[config.mk]
export PLATFORM = sky130hd
export DESIGN_NAME = cssw_switcher
export DESIGN_NICKNAME = d
export VERILOG_FILES = /design/src/cssw_pkg.sv /design/src/cssw_switcher.sv
export SDC_FILE = /design/constraint.sdc
export NUM_CORES = 1
export LEC_CHECK = 0
export ABC_AREA = 1
export BUFFER_PORTS_ARGS = -buffer_cell sky130_fd_sc_hd__buf_2
export CAP_MARGIN = 40
export CORE_MARGIN = 8
export CORE_UTILIZATION = 40
export DETAILED_ROUTE_END_ITERATION = 7
export PLACE_DENSITY = 0.68
export SLEW_MARGIN = 40
export SYNTH_ARGS = -nofsm -noshare
export SYNTH_HDL_FRONTEND = slang
export SYNTH_SLANG_ARGS = --single-unit
[constraint.sdc]
create_clock -name aclk -period 4.36 [get_ports aclk]
set_clock_uncertainty 0.05 [all_clocks]
set_input_delay 0.654 -clock aclk [delete_from_list [all_inputs] [get_ports aclk]]
set_output_delay 0.654 -clock aclk [all_outputs]
set_load 0.05 [all_outputs]
[src/cssw_pkg.sv]
// constants, types and register map of the clock source switcher
package cssw_pkg;
    // ----------------------------------------------------------------
    // register byte offsets
    // ----------------------------------------------------------------
    localparam logic [7:0] REG_CTRL = 8'h00;
    localparam logic [7:0] REG_TUNE = 8'h04;
    localparam logic [7:0] REG_KEY = 8'h08;
    localparam logic [7:0] REG_IRQ_STAT = 8'h0C;
    localparam logic [7:0] REG_IRQ_MASK = 8'h10;
    // unlock keys, arbitrary values
    localparam logic [31:0] KEY_HIGH_BYTE = 32'h0000_5A5A;
    localparam logic [31:0] KEY_LOW_BYTE = 32'h0000_A5A5;
    // ----------------------------------------------------------------
    // control register fields
    // ----------------------------------------------------------------
    localparam int CTRL_REQ_BIT = 0;
    localparam int CTRL_KEEP_BIT = 1;
    localparam int NEW_SOURCE_SELECT_LSB = 8;
    localparam int NEW_SOURCE_SELECT_MSB = 10;
    localparam logic [5:0] TRIM_RESET = 6'h00;
    localparam logic [2:0] SRC_RESET = 3'h0;
    // source codes
    localparam logic [2:0] SRC_FRC = 3'h0;
    localparam logic [2:0] SRC_FRC_PLL = 3'h1;
    localparam logic [2:0] SRC_PRI = 3'h2;
    localparam logic [2:0] SRC_PRI_PLL = 3'h3;
    localparam logic [2:0] SRC_LPX = 3'h4;
    localparam logic [2:0] SRC_LOW_POWER_RC_OSC = 3'h5;
    // oscillator index into enable and tick vectors
    localparam logic [1:0] OSC_FRC = 2'h0;
    localparam logic [1:0] OSC_PRI = 2'h1;
    localparam logic [1:0] OSC_LPX = 2'h2;
    localparam logic [1:0] OSC_LOW_POWER_RC_OSC = 2'h3;
    localparam logic [1:0] SUBMODE_EXT_CLK = 2'h0;
    // ----------------------------------------------------------------
    // timing counts, in edges of the new source
    // ----------------------------------------------------------------
    localparam logic [10:0] XTAL_STARTUP_TICKS = 11'h400;
    localparam logic [10:0] SWITCH_TICKS = 11'h00A;
    localparam logic [10:0] XTAL_LAST = XTAL_STARTUP_TICKS - 11'h001;
    localparam logic [10:0] SWITCH_LAST = SWITCH_TICKS - 11'h001;
    // interrupt status bits
    localparam int IRQ_DONE = 0;
    localparam int IRQ_ABORT = 1;
    localparam int IRQ_REFUSED = 2;
    localparam logic [1:0] RESP_OKAY = 2'h0;
    localparam logic [1:0] RESP_SLVERR = 2'h2;
    // ----------------------------------------------------------------
    // types
    // ----------------------------------------------------------------
    typedef enum logic [2:0] {
        ST_IDLE = 3'b000,
        ST_START = 3'b001,
        ST_XTAL = 3'b010,
        ST_PLL = 3'b011,
        ST_COUNT = 3'b100,
        ST_GATE = 3'b101,
        ST_SWAP = 3'b110
    } cssw_state_t;
    typedef struct packed {
        logic switch_enable_cfg;
        logic [2:0] initial_source_cfg;
        logic [1:0] primary_submode_cfg;
        logic wdt_enable;
    } cssw_cfg_t;
    typedef struct packed {
        logic [3:0] osc_en;
        logic pll_en;
        logic [2:0] clk_sel;
        logic clk_gate;
    } cssw_osc_ctl_t;
endpackage

[src/cssw_switcher.sv]
// clock source switcher with fast rc tuning and an axi4-lite register slave
// Function
// tuning and oscillator control keep their values through a warm reset.
// tuning register has a 6-bit trim field; upper bits read zero.
// software may pick any of the six sources, behind an unlock.
// primary submode comes from straps only, never from software.
// switching and fail-safe monitor work only when the enable strap is zero.
// disabled: new select ignored, current status follows initial-source straps.
// disabled: switch request has no effect and reads zero.
// software unlocks high byte, writes new select, unlocks low byte, sets request.
// each control byte accepts a write only right after its unlock key.
// request with new select equal to current aborts and clears request.
// a valid switch start clears pll lock and clock fail status.
// new oscillator is enabled; a starting crystal waits for its startup timer.
// a pll source waits for pll lock before continuing.
// ten edges of the new clock are counted before the swap.
// after the swap request clears and current status takes the new select.
// old source turns off, except kept low-power rc or low-power crystal.
// code keeps running on the old clock during the whole switch.
// software must pass through plain fast rc between the two pll sources.
// the system clock select changes only while the clock is gated off; code: while sw_en is low it follows the initial-source straps ungated.
`timescale 1ns/1ns
module cssw_switcher (
    // clock and resets
    input wire logic aclk,
    input wire logic aresetn,
    input wire logic warm_rst,
    // configuration straps and oscillator status pins
    input wire cssw_pkg::cssw_cfg_t cfg_straps,
    input wire logic [3:0] osc_tick,
    input wire logic pll_lock_pin,
    input wire logic clock_fail_pin,
    // oscillator control and interrupt
    output cssw_pkg::cssw_osc_ctl_t osc_ctl,
    output logic [5:0] rc_trim_field,
    output logic irq,
    // axi4-lite write channels
    input wire logic [31:0] awaddr,
    input wire logic awvalid,
    output logic awready,
    input wire logic [31:0] wdata,
    input wire logic [3:0] wstrb,
    input wire logic wvalid,
    output logic wready,
    output logic [1:0] bresp,
    output logic bvalid,
    input wire logic bready,
    // axi4-lite read channels
    input wire logic [31:0] araddr,
    input wire logic arvalid,
    output logic arready,
    output logic [31:0] rdata,
    output logic [1:0] rresp,
    output logic rvalid,
    input wire logic rready
);
    function automatic logic [1:0] src_osc(input logic [2:0] src);
        case (src)
            cssw_pkg::SRC_PRI, cssw_pkg::SRC_PRI_PLL: src_osc = cssw_pkg::OSC_PRI;
            cssw_pkg::SRC_LPX: src_osc = cssw_pkg::OSC_LPX;
            cssw_pkg::SRC_LOW_POWER_RC_OSC: src_osc = cssw_pkg::OSC_LOW_POWER_RC_OSC;
            default: src_osc = cssw_pkg::OSC_FRC;
        endcase
    endfunction
    function automatic logic src_pll(input logic [2:0] src);
        src_pll = (src == cssw_pkg::SRC_FRC_PLL) || (src == cssw_pkg::SRC_PRI_PLL);
    endfunction
    function automatic logic src_xtal(input logic [2:0] src, input logic [1:0] submode);
        src_xtal = (src == cssw_pkg::SRC_LPX) || ((src_osc(src) == cssw_pkg::OSC_PRI)
            && (submode != cssw_pkg::SUBMODE_EXT_CLK));
    endfunction

    // ----------------------------------------------------------------
    // input synchronisers
    // ----------------------------------------------------------------
    cssw_pkg::cssw_cfg_t cfg_s1, cfg_s2;
    logic [3:0] tick_s1, tick_s2, tick_s3;
    logic lock_s1, lock_s2, fail_s1, fail_s2;
    logic [1:0] init_cnt;
    logic init_done, sw_en;
    logic [3:0] osc_edge;
    always_ff @(posedge aclk)
    begin
        if (!aresetn)
        begin
            cfg_s1 <= '0;
            cfg_s2 <= '0;
            tick_s1 <= 4'h0;
            tick_s2 <= 4'h0;
            tick_s3 <= 4'h0;
            {lock_s1, lock_s2, fail_s1, fail_s2} <= 4'h0;
        end
        else
        begin
            cfg_s1 <= cfg_straps;
            cfg_s2 <= cfg_s1;
            tick_s1 <= osc_tick;
            tick_s2 <= tick_s1;
            tick_s3 <= tick_s2;
            {lock_s1, lock_s2, fail_s1, fail_s2} <= {pll_lock_pin, lock_s1, clock_fail_pin, fail_s1};
        end
    end
    // straps are trusted once the synchroniser has filled
    always_ff @(posedge aclk)
    begin
        if (!aresetn)
            init_cnt <= 2'h0;
        else if (!init_done)
            init_cnt <= init_cnt + 2'h1;
    end
    assign init_done = (init_cnt == 2'h3);
    assign sw_en = init_done && !cfg_s2.switch_enable_cfg;
    assign osc_edge = tick_s2 & ~tick_s3;

    // ----------------------------------------------------------------
    // register state
    // ----------------------------------------------------------------
    cssw_pkg::cssw_state_t state;
    logic [2:0] new_source_select, cos, tgt;
    logic [1:0] old_idx;
    logic req, keep_on, lock_st, fail_st, unl_hi, unl_lo;
    logic [10:0] tcnt;
    logic [2:0] irq_stat, irq_mask, ev;
    logic aw_hold, w_hold;
    logic [7:0] aw_addr;
    logic [31:0] w_data;
    logic [3:0] w_strb;
    logic wr_fire, go, ctrl_wr, hi_ok, lo_ok;
    logic [31:0] rd_word;
    logic rd_hit;

    assign wr_fire = aw_hold && w_hold && !bvalid;
    assign ctrl_wr = wr_fire && (aw_addr == cssw_pkg::REG_CTRL);
    assign hi_ok = ctrl_wr && w_strb[1] && unl_hi;
    assign lo_ok = ctrl_wr && w_strb[0] && unl_lo;
    assign go = (state == cssw_pkg::ST_IDLE) && req && sw_en && (new_source_select != cos);

    // ----------------------------------------------------------------
    // axi4-lite slave
    // ----------------------------------------------------------------
    always_ff @(posedge aclk)
    begin
        if (!aresetn)
        begin
            aw_hold <= 1'b0;
            awready <= 1'b0;
            aw_addr <= 8'h00;
        end
        else if (awvalid && awready)
        begin
            aw_hold <= 1'b1;
            awready <= 1'b0;
            aw_addr <= awaddr[7:0];
        end
        else if (wr_fire)
            aw_hold <= 1'b0;
        else if (!aw_hold)
            awready <= 1'b1;
    end
    always_ff @(posedge aclk)
    begin
        if (!aresetn)
        begin
            w_hold <= 1'b0;
            wready <= 1'b0;
            w_data <= 32'h0000_0000;
            w_strb <= 4'h0;
        end
        else if (wvalid && wready)
        begin
            w_hold <= 1'b1;
            wready <= 1'b0;
            w_data <= wdata;
            w_strb <= wstrb;
        end
        else if (wr_fire)
            w_hold <= 1'b0;
        else if (!w_hold)
            wready <= 1'b1;
    end
    always_ff @(posedge aclk)
    begin
        if (!aresetn)
        begin
            bvalid <= 1'b0;
            bresp <= cssw_pkg::RESP_OKAY;
        end
        else if (wr_fire)
        begin
            bvalid <= 1'b1;
            bresp <= (aw_addr > cssw_pkg::REG_IRQ_MASK || aw_addr[1:0] != 2'h0) ?
                cssw_pkg::RESP_SLVERR : cssw_pkg::RESP_OKAY;
        end
        else if (bready)
            bvalid <= 1'b0;
    end
    always_comb
    begin
        rd_hit = 1'b1;
        case (araddr[7:0])
            cssw_pkg::REG_CTRL: rd_word = {17'h0_0000, cos, 1'b0, new_source_select, 2'h0, lock_st, 1'b0, fail_st,
                1'b0, keep_on, req && sw_en};
            cssw_pkg::REG_TUNE: rd_word = {26'h000_0000, rc_trim_field};
            cssw_pkg::REG_IRQ_STAT: rd_word = {29'h0000_0000, irq_stat};
            cssw_pkg::REG_IRQ_MASK: rd_word = {29'h0000_0000, irq_mask};
            cssw_pkg::REG_KEY: rd_word = 32'h0000_0000;
            default:
            begin
                rd_word = 32'h0000_0000;
                rd_hit = 1'b0;
            end
        endcase
    end
    always_ff @(posedge aclk)
    begin
        if (!aresetn)
        begin
            arready <= 1'b0;
            rvalid <= 1'b0;
            rdata <= 32'h0000_0000;
            rresp <= cssw_pkg::RESP_OKAY;
        end
        else if (arvalid && arready)
        begin
            arready <= 1'b0;
            rvalid <= 1'b1;
            rdata <= rd_word;
            rresp <= rd_hit ? cssw_pkg::RESP_OKAY : cssw_pkg::RESP_SLVERR;
        end
        else if (rvalid && rready)
            rvalid <= 1'b0;
        else if (!rvalid)
            arready <= 1'b1;
    end

    // ----------------------------------------------------------------
    // unlock, tuning and control fields (power-on reset only, except unlock and request, which also clear on warm reset)
    // ----------------------------------------------------------------
    always_ff @(posedge aclk)
    begin
        if (!aresetn || warm_rst)
        begin
            unl_hi <= 1'b0;
            unl_lo <= 1'b0;
        end
        else if (wr_fire)
        begin
            unl_hi <= (aw_addr == cssw_pkg::REG_KEY) && (w_data == cssw_pkg::KEY_HIGH_BYTE);
            unl_lo <= (aw_addr == cssw_pkg::REG_KEY) && (w_data == cssw_pkg::KEY_LOW_BYTE);
        end
    end
    always_ff @(posedge aclk)
    begin
        if (!aresetn)
            rc_trim_field <= cssw_pkg::TRIM_RESET;
        else if (wr_fire && aw_addr == cssw_pkg::REG_TUNE && w_strb[0])
            rc_trim_field <= w_data[5:0];
    end
    always_ff @(posedge aclk)
    begin
        if (!aresetn)
        begin
            new_source_select <= cssw_pkg::SRC_RESET;
            keep_on <= 1'b0;
        end
        else
        begin
            if (hi_ok)
                new_source_select <= w_data[cssw_pkg::NEW_SOURCE_SELECT_MSB:cssw_pkg::NEW_SOURCE_SELECT_LSB];
            if (lo_ok)
                keep_on <= w_data[cssw_pkg::CTRL_KEEP_BIT];
        end
    end
    // request: software set tested before hardware clear so a same-cycle software set wins
    always_ff @(posedge aclk)
    begin
        if (!aresetn || warm_rst || !sw_en)
            req <= 1'b0;
        else if (lo_ok && w_data[cssw_pkg::CTRL_REQ_BIT])
            req <= 1'b1;
        else if ((state == cssw_pkg::ST_IDLE && req && new_source_select == cos) || state == cssw_pkg::ST_SWAP)
            req <= 1'b0;
    end
    always_ff @(posedge aclk)
    begin
        if (!aresetn)
        begin
            lock_st <= 1'b0;
            fail_st <= 1'b0;
        end
        else
        begin
            lock_st <= go ? 1'b0 : (lock_st || (lock_s2 && src_pll(cos)));
            fail_st <= (go ? 1'b0 : fail_st) || (fail_s2 && sw_en);
        end
    end

    // ----------------------------------------------------------------
    // switch sequencer
    // ----------------------------------------------------------------
    always_ff @(posedge aclk)
    begin
        if (!aresetn || warm_rst)
        begin
            state <= cssw_pkg::ST_IDLE;
            tgt <= cssw_pkg::SRC_RESET;
            tcnt <= 11'h000;
            old_idx <= cssw_pkg::OSC_FRC;
        end
        else
        begin
            case (state)
                cssw_pkg::ST_IDLE:
                    if (go)
                    begin
                        tgt <= new_source_select;
                        old_idx <= src_osc(cos);
                        state <= cssw_pkg::ST_START;
                    end
                cssw_pkg::ST_START:
                begin
                    tcnt <= 11'h000;
                    if (src_xtal(tgt, cfg_s2.primary_submode_cfg) && !osc_ctl.osc_en[src_osc(tgt)])
                        state <= cssw_pkg::ST_XTAL;
                    else
                        state <= src_pll(tgt) ? cssw_pkg::ST_PLL : cssw_pkg::ST_COUNT;
                end
                cssw_pkg::ST_XTAL:
                    if (osc_edge[src_osc(tgt)])
                    begin
                        tcnt <= tcnt + 11'h001;
                        if (tcnt == cssw_pkg::XTAL_LAST)
                        begin
                            tcnt <= 11'h000;
                            state <= src_pll(tgt) ? cssw_pkg::ST_PLL : cssw_pkg::ST_COUNT;
                        end
                    end
                cssw_pkg::ST_PLL:
                    if (lock_s2)
                        state <= cssw_pkg::ST_COUNT;
                cssw_pkg::ST_COUNT:
                    if (osc_edge[src_osc(tgt)])
                    begin
                        tcnt <= tcnt + 11'h001;
                        if (tcnt == cssw_pkg::SWITCH_LAST)
                            state <= cssw_pkg::ST_GATE;
                    end
                cssw_pkg::ST_GATE:
                    state <= cssw_pkg::ST_SWAP;
                cssw_pkg::ST_SWAP:
                    state <= cssw_pkg::ST_IDLE;
                default:
                    state <= cssw_pkg::ST_IDLE;
            endcase
        end
    end
    always_ff @(posedge aclk)
    begin
        if (!aresetn)
            cos <= cssw_pkg::SRC_RESET;
        else if (!sw_en)
            cos <= cfg_s2.initial_source_cfg;
        else if (state == cssw_pkg::ST_SWAP)
            cos <= tgt;
    end

    // ----------------------------------------------------------------
    // oscillator enables and glitch-free select
    // ----------------------------------------------------------------
    logic [3:0] next_osc_en;
    always_comb
    begin
        next_osc_en = 4'h0;
        next_osc_en[src_osc(cos)] = 1'b1;
        if (state != cssw_pkg::ST_IDLE)
            next_osc_en[src_osc(tgt)] = 1'b1;
        if (cfg_s2.wdt_enable || sw_en)
            next_osc_en[cssw_pkg::OSC_LOW_POWER_RC_OSC] = 1'b1;
        if (keep_on)
            next_osc_en[cssw_pkg::OSC_LPX] = 1'b1;
    end
    always_ff @(posedge aclk)
    begin
        if (!aresetn)
        begin
            osc_ctl.osc_en <= 4'h0;
            osc_ctl.pll_en <= 1'b0;
            osc_ctl.clk_sel <= cssw_pkg::SRC_RESET;
            osc_ctl.clk_gate <= 1'b0;
        end
        else
        begin
            osc_ctl.osc_en <= next_osc_en;
            osc_ctl.pll_en <= src_pll(cos) || (state != cssw_pkg::ST_IDLE && src_pll(tgt));
            osc_ctl.clk_gate <= (state != cssw_pkg::ST_GATE) && (state != cssw_pkg::ST_SWAP);
            if (state == cssw_pkg::ST_SWAP || state == cssw_pkg::ST_IDLE && !sw_en)
                osc_ctl.clk_sel <= cos == tgt || !sw_en ? cos : tgt;
        end
    end

    // ----------------------------------------------------------------
    // interrupts
    // ----------------------------------------------------------------
    assign ev[cssw_pkg::IRQ_DONE] = (state == cssw_pkg::ST_SWAP);
    assign ev[cssw_pkg::IRQ_ABORT] = (state == cssw_pkg::ST_IDLE) && req && sw_en && (new_source_select == cos);
    assign ev[cssw_pkg::IRQ_REFUSED] = ctrl_wr && ((w_strb[1] && !unl_hi) || (w_strb[0] && !unl_lo));
    always_ff @(posedge aclk)
    begin
        if (!aresetn)
        begin
            irq_stat <= 3'h0;
            irq_mask <= 3'h0;
            irq <= 1'b0;
        end
        else
        begin
            if (wr_fire && aw_addr == cssw_pkg::REG_IRQ_STAT && w_strb[0])
                irq_stat <= (irq_stat & ~w_data[2:0]) | ev;
            else
                irq_stat <= irq_stat | ev;
            if (wr_fire && aw_addr == cssw_pkg::REG_IRQ_MASK && w_strb[0])
                irq_mask <= w_data[2:0];
            irq <= |(irq_stat & irq_mask);
        end
    end

    logic [3:0] seen;
    always_ff @(posedge aclk)
    begin
        if (!aresetn || state != cssw_pkg::ST_COUNT)
            seen <= 4'h0;
        else if (osc_edge[src_osc(tgt)])
            seen <= seen + 4'h1;
    end
endmodule
==> flow_summary_export.csv, run 1 <==
group,metric,value,unit
power,leakage,3.42,nW
drt,first_pass_iters,5,
cts,cts_tree,"done",
global_routing,gr-total-overflow,0,
drt,via_count,5580,
logic_synthesis,syn-cell-area,6290,um^2
worst_setup_path,r2r_setup_slack,2340,ps
logic_synthesis,yosysSeqAreaShare,0.465,
drt,ant_nets,0,
drt,wl_per_cell,12.6,um
floorplan,dieArea,20000,um^2
run_status,outcome,"complete, no violations",
floorplan,io_pins,178,
worst_setup_path,worst-path-buf-inv,1,
logic_synthesis,syn_area_per_cell,7.28,um^2
sta,rsz0062_at_grt,"no",
logic_synthesis,ys_types,44,
logic_synthesis,synth_top_area_share,0.465,
placed_design,io_buffers,105,
cells_and_area,n_antenna_cell,0,
cells_and_area,drive_gt1_frac,0.175,
floorplan,num_rows,46,
floorplan,die_h,141,um
cts,clk_latency,420,ps
cts,cts-resized-gates,0,
logic_synthesis,synth_flop_cell,"dfxtp_1",
drt,drcViolationCount,0,
worst_setup_path,r2r_end,"state[2]",
global_routing,grt_pass1_vias,5204,
cells_and_area,regArea,2920,um^2
cells_and_area,layout_commonest_cell,"nand2_1",
worst_setup_path,crit_type,"reg -> reg",
cts,cts_buffers,17,
min_path,hold_end,"cfg_s2[0]",
drt,wl_met2,6730,um
min_path,hold_start,"cfg_s1[0]",
logic_synthesis,yosysTopAreaCell,"dfxtp_1",
cells_and_area,nets,1088,
worst_setup_path,critPathTopFamily,"simple AND/OR/NAND/NOR gates",
logic_synthesis,ys_warn_count,0,
cts,cts_root_buffer,"clkbuf_16",
worst_setup_path,critPathMaxFanout,8,
worst_setup_path,start_kind,"flip-flop",
sta,final_hold_viol_count,0,
drt,wl_met3,959,um
worst_setup_path,critPathArrivalTime,2310,ps
floorplan,chipWidth,141,um
logic_synthesis,synthArstFlopShare,0,
logic_synthesis,yosys-top-cells-area,"dfxtp_1 46%, nand2_1 9.5%, nor2_1 7.6%",
cells_and_area,n_fill_cell,1611,
worst_setup_path,r2r-start,"init_cnt[0]",
cts,cts_buffer_depth,2,
sta,worstMarginPinSlew,696,ps
sta,finalCritPeriodShare,0.464,
min_path,holdPathStages,2,
worst_setup_path,crit_slowest_cell,"dfxtp_1",
cells_and_area,final_util,0.487,
cells_and_area,multi_input_area,2760,um^2
cts,clkTransAtPathRegs,60,ps
cts,numClockSinks,146,
worst_setup_path,ff2ff_path_depth,11,
worst_setup_path,cp_cell_sequence,"ha_1 -> inv_2 -> nor2_2 -> nand2_1 -> nor2_4 -> nand2_4 -> nand2_2 -> nand2_2 -> nor2_4 -> nand3_1 -> a21oi_1",
cts,cts_setup_buffers,0,
drt,drt_iter0_drc,312,
global_routing,grt_first_pass_wirelength,25000,um
placed_design,gp_congestion,0.866,
cells_and_area,layout_common_cells,"160 x nand2_1, 146 x dfxtp_1, 128 x nor2_1",
logic_synthesis,synthCells,864,
sta,period_minus_slack,2020,ps
sta,whs,358,ps
worst_setup_path,end_kind,"flip-flop",
placed_design,hpwlAfterDp,10800,um
logic_synthesis,synth_edf_count,0,
run,drv_cap,0,
logic_synthesis,yosys_register_bits,146,
power,ir_worst_vdd,0.296,mV
power,total_power,3.34,mW
cts,hold_buffers,0,
floorplan,start_util,0.403,
floorplan,core_area,15600,um^2
cts,h-tree-depth,4,
global_routing,grt.total_usage,0.154,
drt,finalWirelength,15000,um
global_routing,antenna_found_initial,0,
worst_setup_path,critPathRequiredTime,4650,ps
worst_setup_path,slowest_delay,350,ps
drt,via_per_inst,4.68,
min_path,hold_path_class,"reg -> reg",
sta,tns,0,ps
sta,setup_viol,0,
drt,m1WireLength,7150,um
cells_and_area,area_delta_synth_final,20.8,%
sta,fmax,494,MHz
drt,top_layer_used,"met4",
global_routing,grt_max_degree,93,
power,cellPowerDensity,439,nW/um^2
sta,slew-limit-headroom,0.535,
sta,slew_viol_final,0,
[routing by layer]
layer	GRT usage	up-vias
li1	-	2948
met1	0.197	2478
met2	0.240	140
met3	0.0454	14
met4	0.0633	0
met5	0	-
[cell usage after synthesis (3+ instances only)]
cell,count
nand2_1,160
dfxtp_1,146
nor2_1,128
inv_1,100
o21ai_0,77
a21oi_1,70
nand3_1,41
clkbuf_1,23
buf_4,22
nand4_1,13
a211oi_1,11
nor3_1,6
nor4_1,6
a31oi_1,5
inv_2,5
nand2_2,5
nand2_4,5
nor2_2,4
ha_1,3
nor3_2,3
xor2_1,3
[flip-flops by register name, summed over array words and instances, names as in the netlist, 4 cells and up]
name	flops
aw_addr	8
cfg_s1	7
cfg_s2	7
osc_ctl	9
rc_trim_field	6
rdata	12
tcnt	11
tick_s1	4
tick_s2	4
tick_s3	4
w_data	32
[worst reg2reg max path: cells and delay by family (launching register included)]
family | cells | cell delay (ps)
adders and majority gates | 1 | 200
DFF | 1 | 350
and+or+nand+nor | 8 | 1130
buffers and inverters | 1 | 60
AOI/OAI and AO/OA | 1 | 160
[report_power, final]
group	leakage [nW]	switching (mW)	total, mW	internal (mW)
clock	0.309	0.557	1.60	1.05
sequential	1.19	0.0327	1.43	1.39
combinational	1.91	0.221	0.306	0.0855
total	3.42	0.811	3.34	2.53
[cell type report]
cell class / count / area share
clock buffer: 20 / 0.0601
clock inverter: 12 / 0.0267
inverter: 109 / 0.0545
multi-input combinational: 581 / 0.364
sequential: 146 / 0.385
tap: 216 / 0.0356
timing repair buffer: 109 / 0.0748
[cell families (layout without fill, tap and decap cells)]
kind of cell / after synthesis / count (layout) / share of synthesized area
and+or+nand+nor: 379 / 379 / 0.266
AOI/OAI and AO/OA: 172 / 172 / 0.146
buffers and inverters: 158 / 250 / 0.110
DFF: 146 / 146 / 0.465
xor gates and xnor gates: 5 / 5 / 0.00696
adders and majority gates: 3 / 3 / 0.00597
other: 1 / 22 / 0.000596
[worst max path at each step]
stage                     start  endpoint  slack (ps)  cells past startpoint
floorplan             araddr[1]  rdata[0]        2640                      7
global placement      araddr[1]  rdata[0]        2260                      8
detailed placement    araddr[1]  rdata[1]        2220                      8
CTS                 init_cnt[0]  state[2]        2340                     11
global route        init_cnt[0]  state[2]        2150                     11
finish              init_cnt[0]  state[2]        2340                     11
[per-stage QoR]
step	cell area [um^2]	setup WS, ps	std cells
after detailed placement	6910	2220	1160
after CTS	7570	2340	1192
after global placement	6910	2260	1160
after floorplan	6370	2640	885
after global routing	7600	2150	1193
final	7600	2340	1193
(Power assumes the default switching activity.)
==> inputs of run 2 (changes only) <==
Clock period 4.36 ns to 1.9 ns, I/O delays scaled along.
==> flow_summary_export.csv, run 2 (same netlist as run 1, synthesis figures left out) <==
group,metric,value,unit
worst_setup_path,crit_type,"reg -> reg",
cells_and_area,n_fill_cell,1568,
sta,slew-limit-headroom,0.564,
worst_setup_path,r2r_end,"tcnt[2]",
placed_design,dp_cells,1177,
sta,final_hold_viol_count,0,
cells_and_area,stdcell_count,1221,
cts,cts_tree,"done",
drt,via_per_inst,4.65,
worst_setup_path,worst-path-buf-inv,1,
sta,finalCritPeriodShare,0.886,
global_routing,grt.total_usage,0.156,
power,cellPowerDensity,936,nW/um^2
cells_and_area,largest_reg_flops,32,
sta,period_minus_slack,1680,ps
cts,h-tree-depth,4,
cts,numClockSinks,146,
sta,worstMarginPinSlew,654,ps
placed_design,place_area,7040,um^2
min_path,hold_end,"w_data[5]",
sta,setup_viol,0,
cts,cts_buffers,17,
cells_and_area,design_area,7750,um^2
sta,slew_viol_final,0,
worst_setup_path,critPathTopFamily,"simple AND/OR/NAND/NOR gates",
power,p_comb_frac,0.101,
cells_and_area,drive_gt1_frac,0.188,
global_routing,antenna_found_initial,0,
cts,cts_buffer_depth,2,
power,p_sw_frac,0.249,
drt,ant_nets,0,
min_path,hold_path_class,"in -> reg",
worst_setup_path,r2r-start,"state[0]",
cells_and_area,n_antenna_cell,0,
worst_setup_path,crit_slowest_cell,"dfxtp_1",
drt,wl_per_cell,12.4,um
cts,cts_root_buffer,"clkbuf_16",
cells_and_area,layout_commonest_cell,"nand2_1",
power,clkPwrFrac,0.448,
cells_and_area,top_regs,"w_data: 32 flops, rdata: 12 flops, tcnt: 11 flops",
worst_setup_path,cp_common_cell,"nand2_4",
floorplan,start_util,0.403,
placed_design,hpwlAfterDp,11100,um
drt,finalWirelength,15100,um
placed_design,io_buffers,105,
worst_setup_path,critPathArrivalTime,1970,ps
worst_setup_path,end_kind,"flip-flop",
sta,fmax,594,MHz
floorplan,dieArea,20000,um^2
cells_and_area,top_register,"w_data",
global_routing,grt_first_pass_wirelength,25300,um
floorplan,io_pins,178,
power,pwr-share-seq,0.451,
cts,cts_setup_buffers,0,
cells_and_area,nets,1117,
cells_and_area,layout_common_cells,"158 x nand2_1, 145 x dfxtp_1, 128 x nor2_1",
drt,drcViolationCount,0,
floorplan,die_h,141,um
global_routing,gr-total-overflow,0,
drt,drt_iter0_drc,286,
global_routing,grt_max_degree,49,
drt,first_pass_iters,4,
sta,whs,61.8,ps
floorplan,num_rows,46,
power,ir_worst_vdd,0.650,mV
floorplan,core_area,15600,um^2
cts,clkTransAtPathRegs,60,ps
min_path,hold_start,"wdata[5]",
worst_setup_path,ff2ff_path_depth,8,
min_path,holdPathStages,3,
sta,tns,0,ps
global_routing,grt_pass1_vias,5435,
cts,clk_latency,420,ps
placed_design,gp_congestion,0.849,
cells_and_area,area_delta_synth_final,23.3,%
sta,rsz0062_at_grt,"no",
drt,via_count,5676,
worst_setup_path,r2r_setup_slack,220,ps
power,p_switching,1.81,mW
worst_setup_path,start_kind,"flip-flop",
run,drv_cap,0,
run_status,outcome,"complete, no violations",
worst_setup_path,slowest_delay,370,ps
power,internal-power,5.45,mW
worst_setup_path,critPathMaxFanout,7,
worst_setup_path,critPathRequiredTime,2190,ps
power,leakage,3.52,nW
worst_setup_path,cp_cell_sequence,"nor2_1 -> nand2_1 -> nand2_4 -> nand2_4 -> nand2_4 -> buf_4 -> a21oi_1 -> nor3_1",
floorplan,chipWidth,141,um
-- run 2: cell type report --
| class | count | area (um^2) | share of cell area |
|---|---|---|---|
| flip-flops and latches | 146 | 2920 | 0.377 |
| inverters | 109 | 414 | 0.0534 |
| clock inverters | 9 | 104 | 0.0134 |
| well taps | 216 | 270 | 0.0348 |
| clock buffers | 22 | 474 | 0.0611 |
| repair buffers | 138 | 806 | 0.104 |
| multi-input cells | 581 | 2760 | 0.356 |
-- run 2: worst max-delay path by stage --
| stage | from | end | slack, ps | depth (start not counted) |
|---|---|---|---|---|
| finish | state[0] | tcnt[2] | 220 | 8 |
| global placement | tcnt[1] | state[1] | 190 | 11 |
| global route | init_cnt[0] | state[1] | 20 | 11 |
| detailed placement | tcnt[1] | state[1] | 120 | 11 |
| CTS | tcnt[1] | state[1] | 90 | 11 |
| floorplan | bvalid | rc_trim_field[1] | 260 | 7 |
-- run 2: metal layers --
layer,track usage,part of all wire,vias to the layer above
met5,0,0,-
met4,0.0599,0.018,0
met3,0.0470,0.067,22
met2,0.250,0.44,139
met1,0.194,0.47,2515
li1,-,-,3000
-- run 2: power by group through the flow --
| stage | Sequential [mW] | Clock [mW] | Combinational, mW |
|---|---|---|---|
| finish | 3.27 | 3.25 | 0.733 |
| global route | 3.29 | 3.45 | 0.820 |
| CTS | 3.27 | 3.32 | 0.737 |
| detailed placement | 3.34 | 0 | 0.713 |
| global placement | 3.33 | 0 | 0.708 |
| floorplan | 3.43 | 0 | 0.448 |
-- run 2: through the flow --
stage,setup WS [ps],utilization,power [mW]
2_1_floorplan,264,-,3.87
3_3_place_gp,190,0.451,4.04
3_5_place_dp,123,0.451,4.05
6_report,217,0.497,7.26
5_1_grt,21.1,0.497,7.56
4_1_cts,92.4,0.497,7.33
-- run 2: timing repair --
| item | 4_1_cts | 5_1_grt |
|---|---|---|
| hold endpoints to repair | 13 | 0 |
| hold buffers | 13 | 0 |
| gates resized for setup | 0 | 4 |
| endpoints found under the setup margin | 0 | 6 |
-- run 2: worst min-delay path: cells and delay by family --
family | cells | cell delay [ps]
buf+inv | 1 | 70
compound gates | 1 | 70
simple gates | 1 | 70
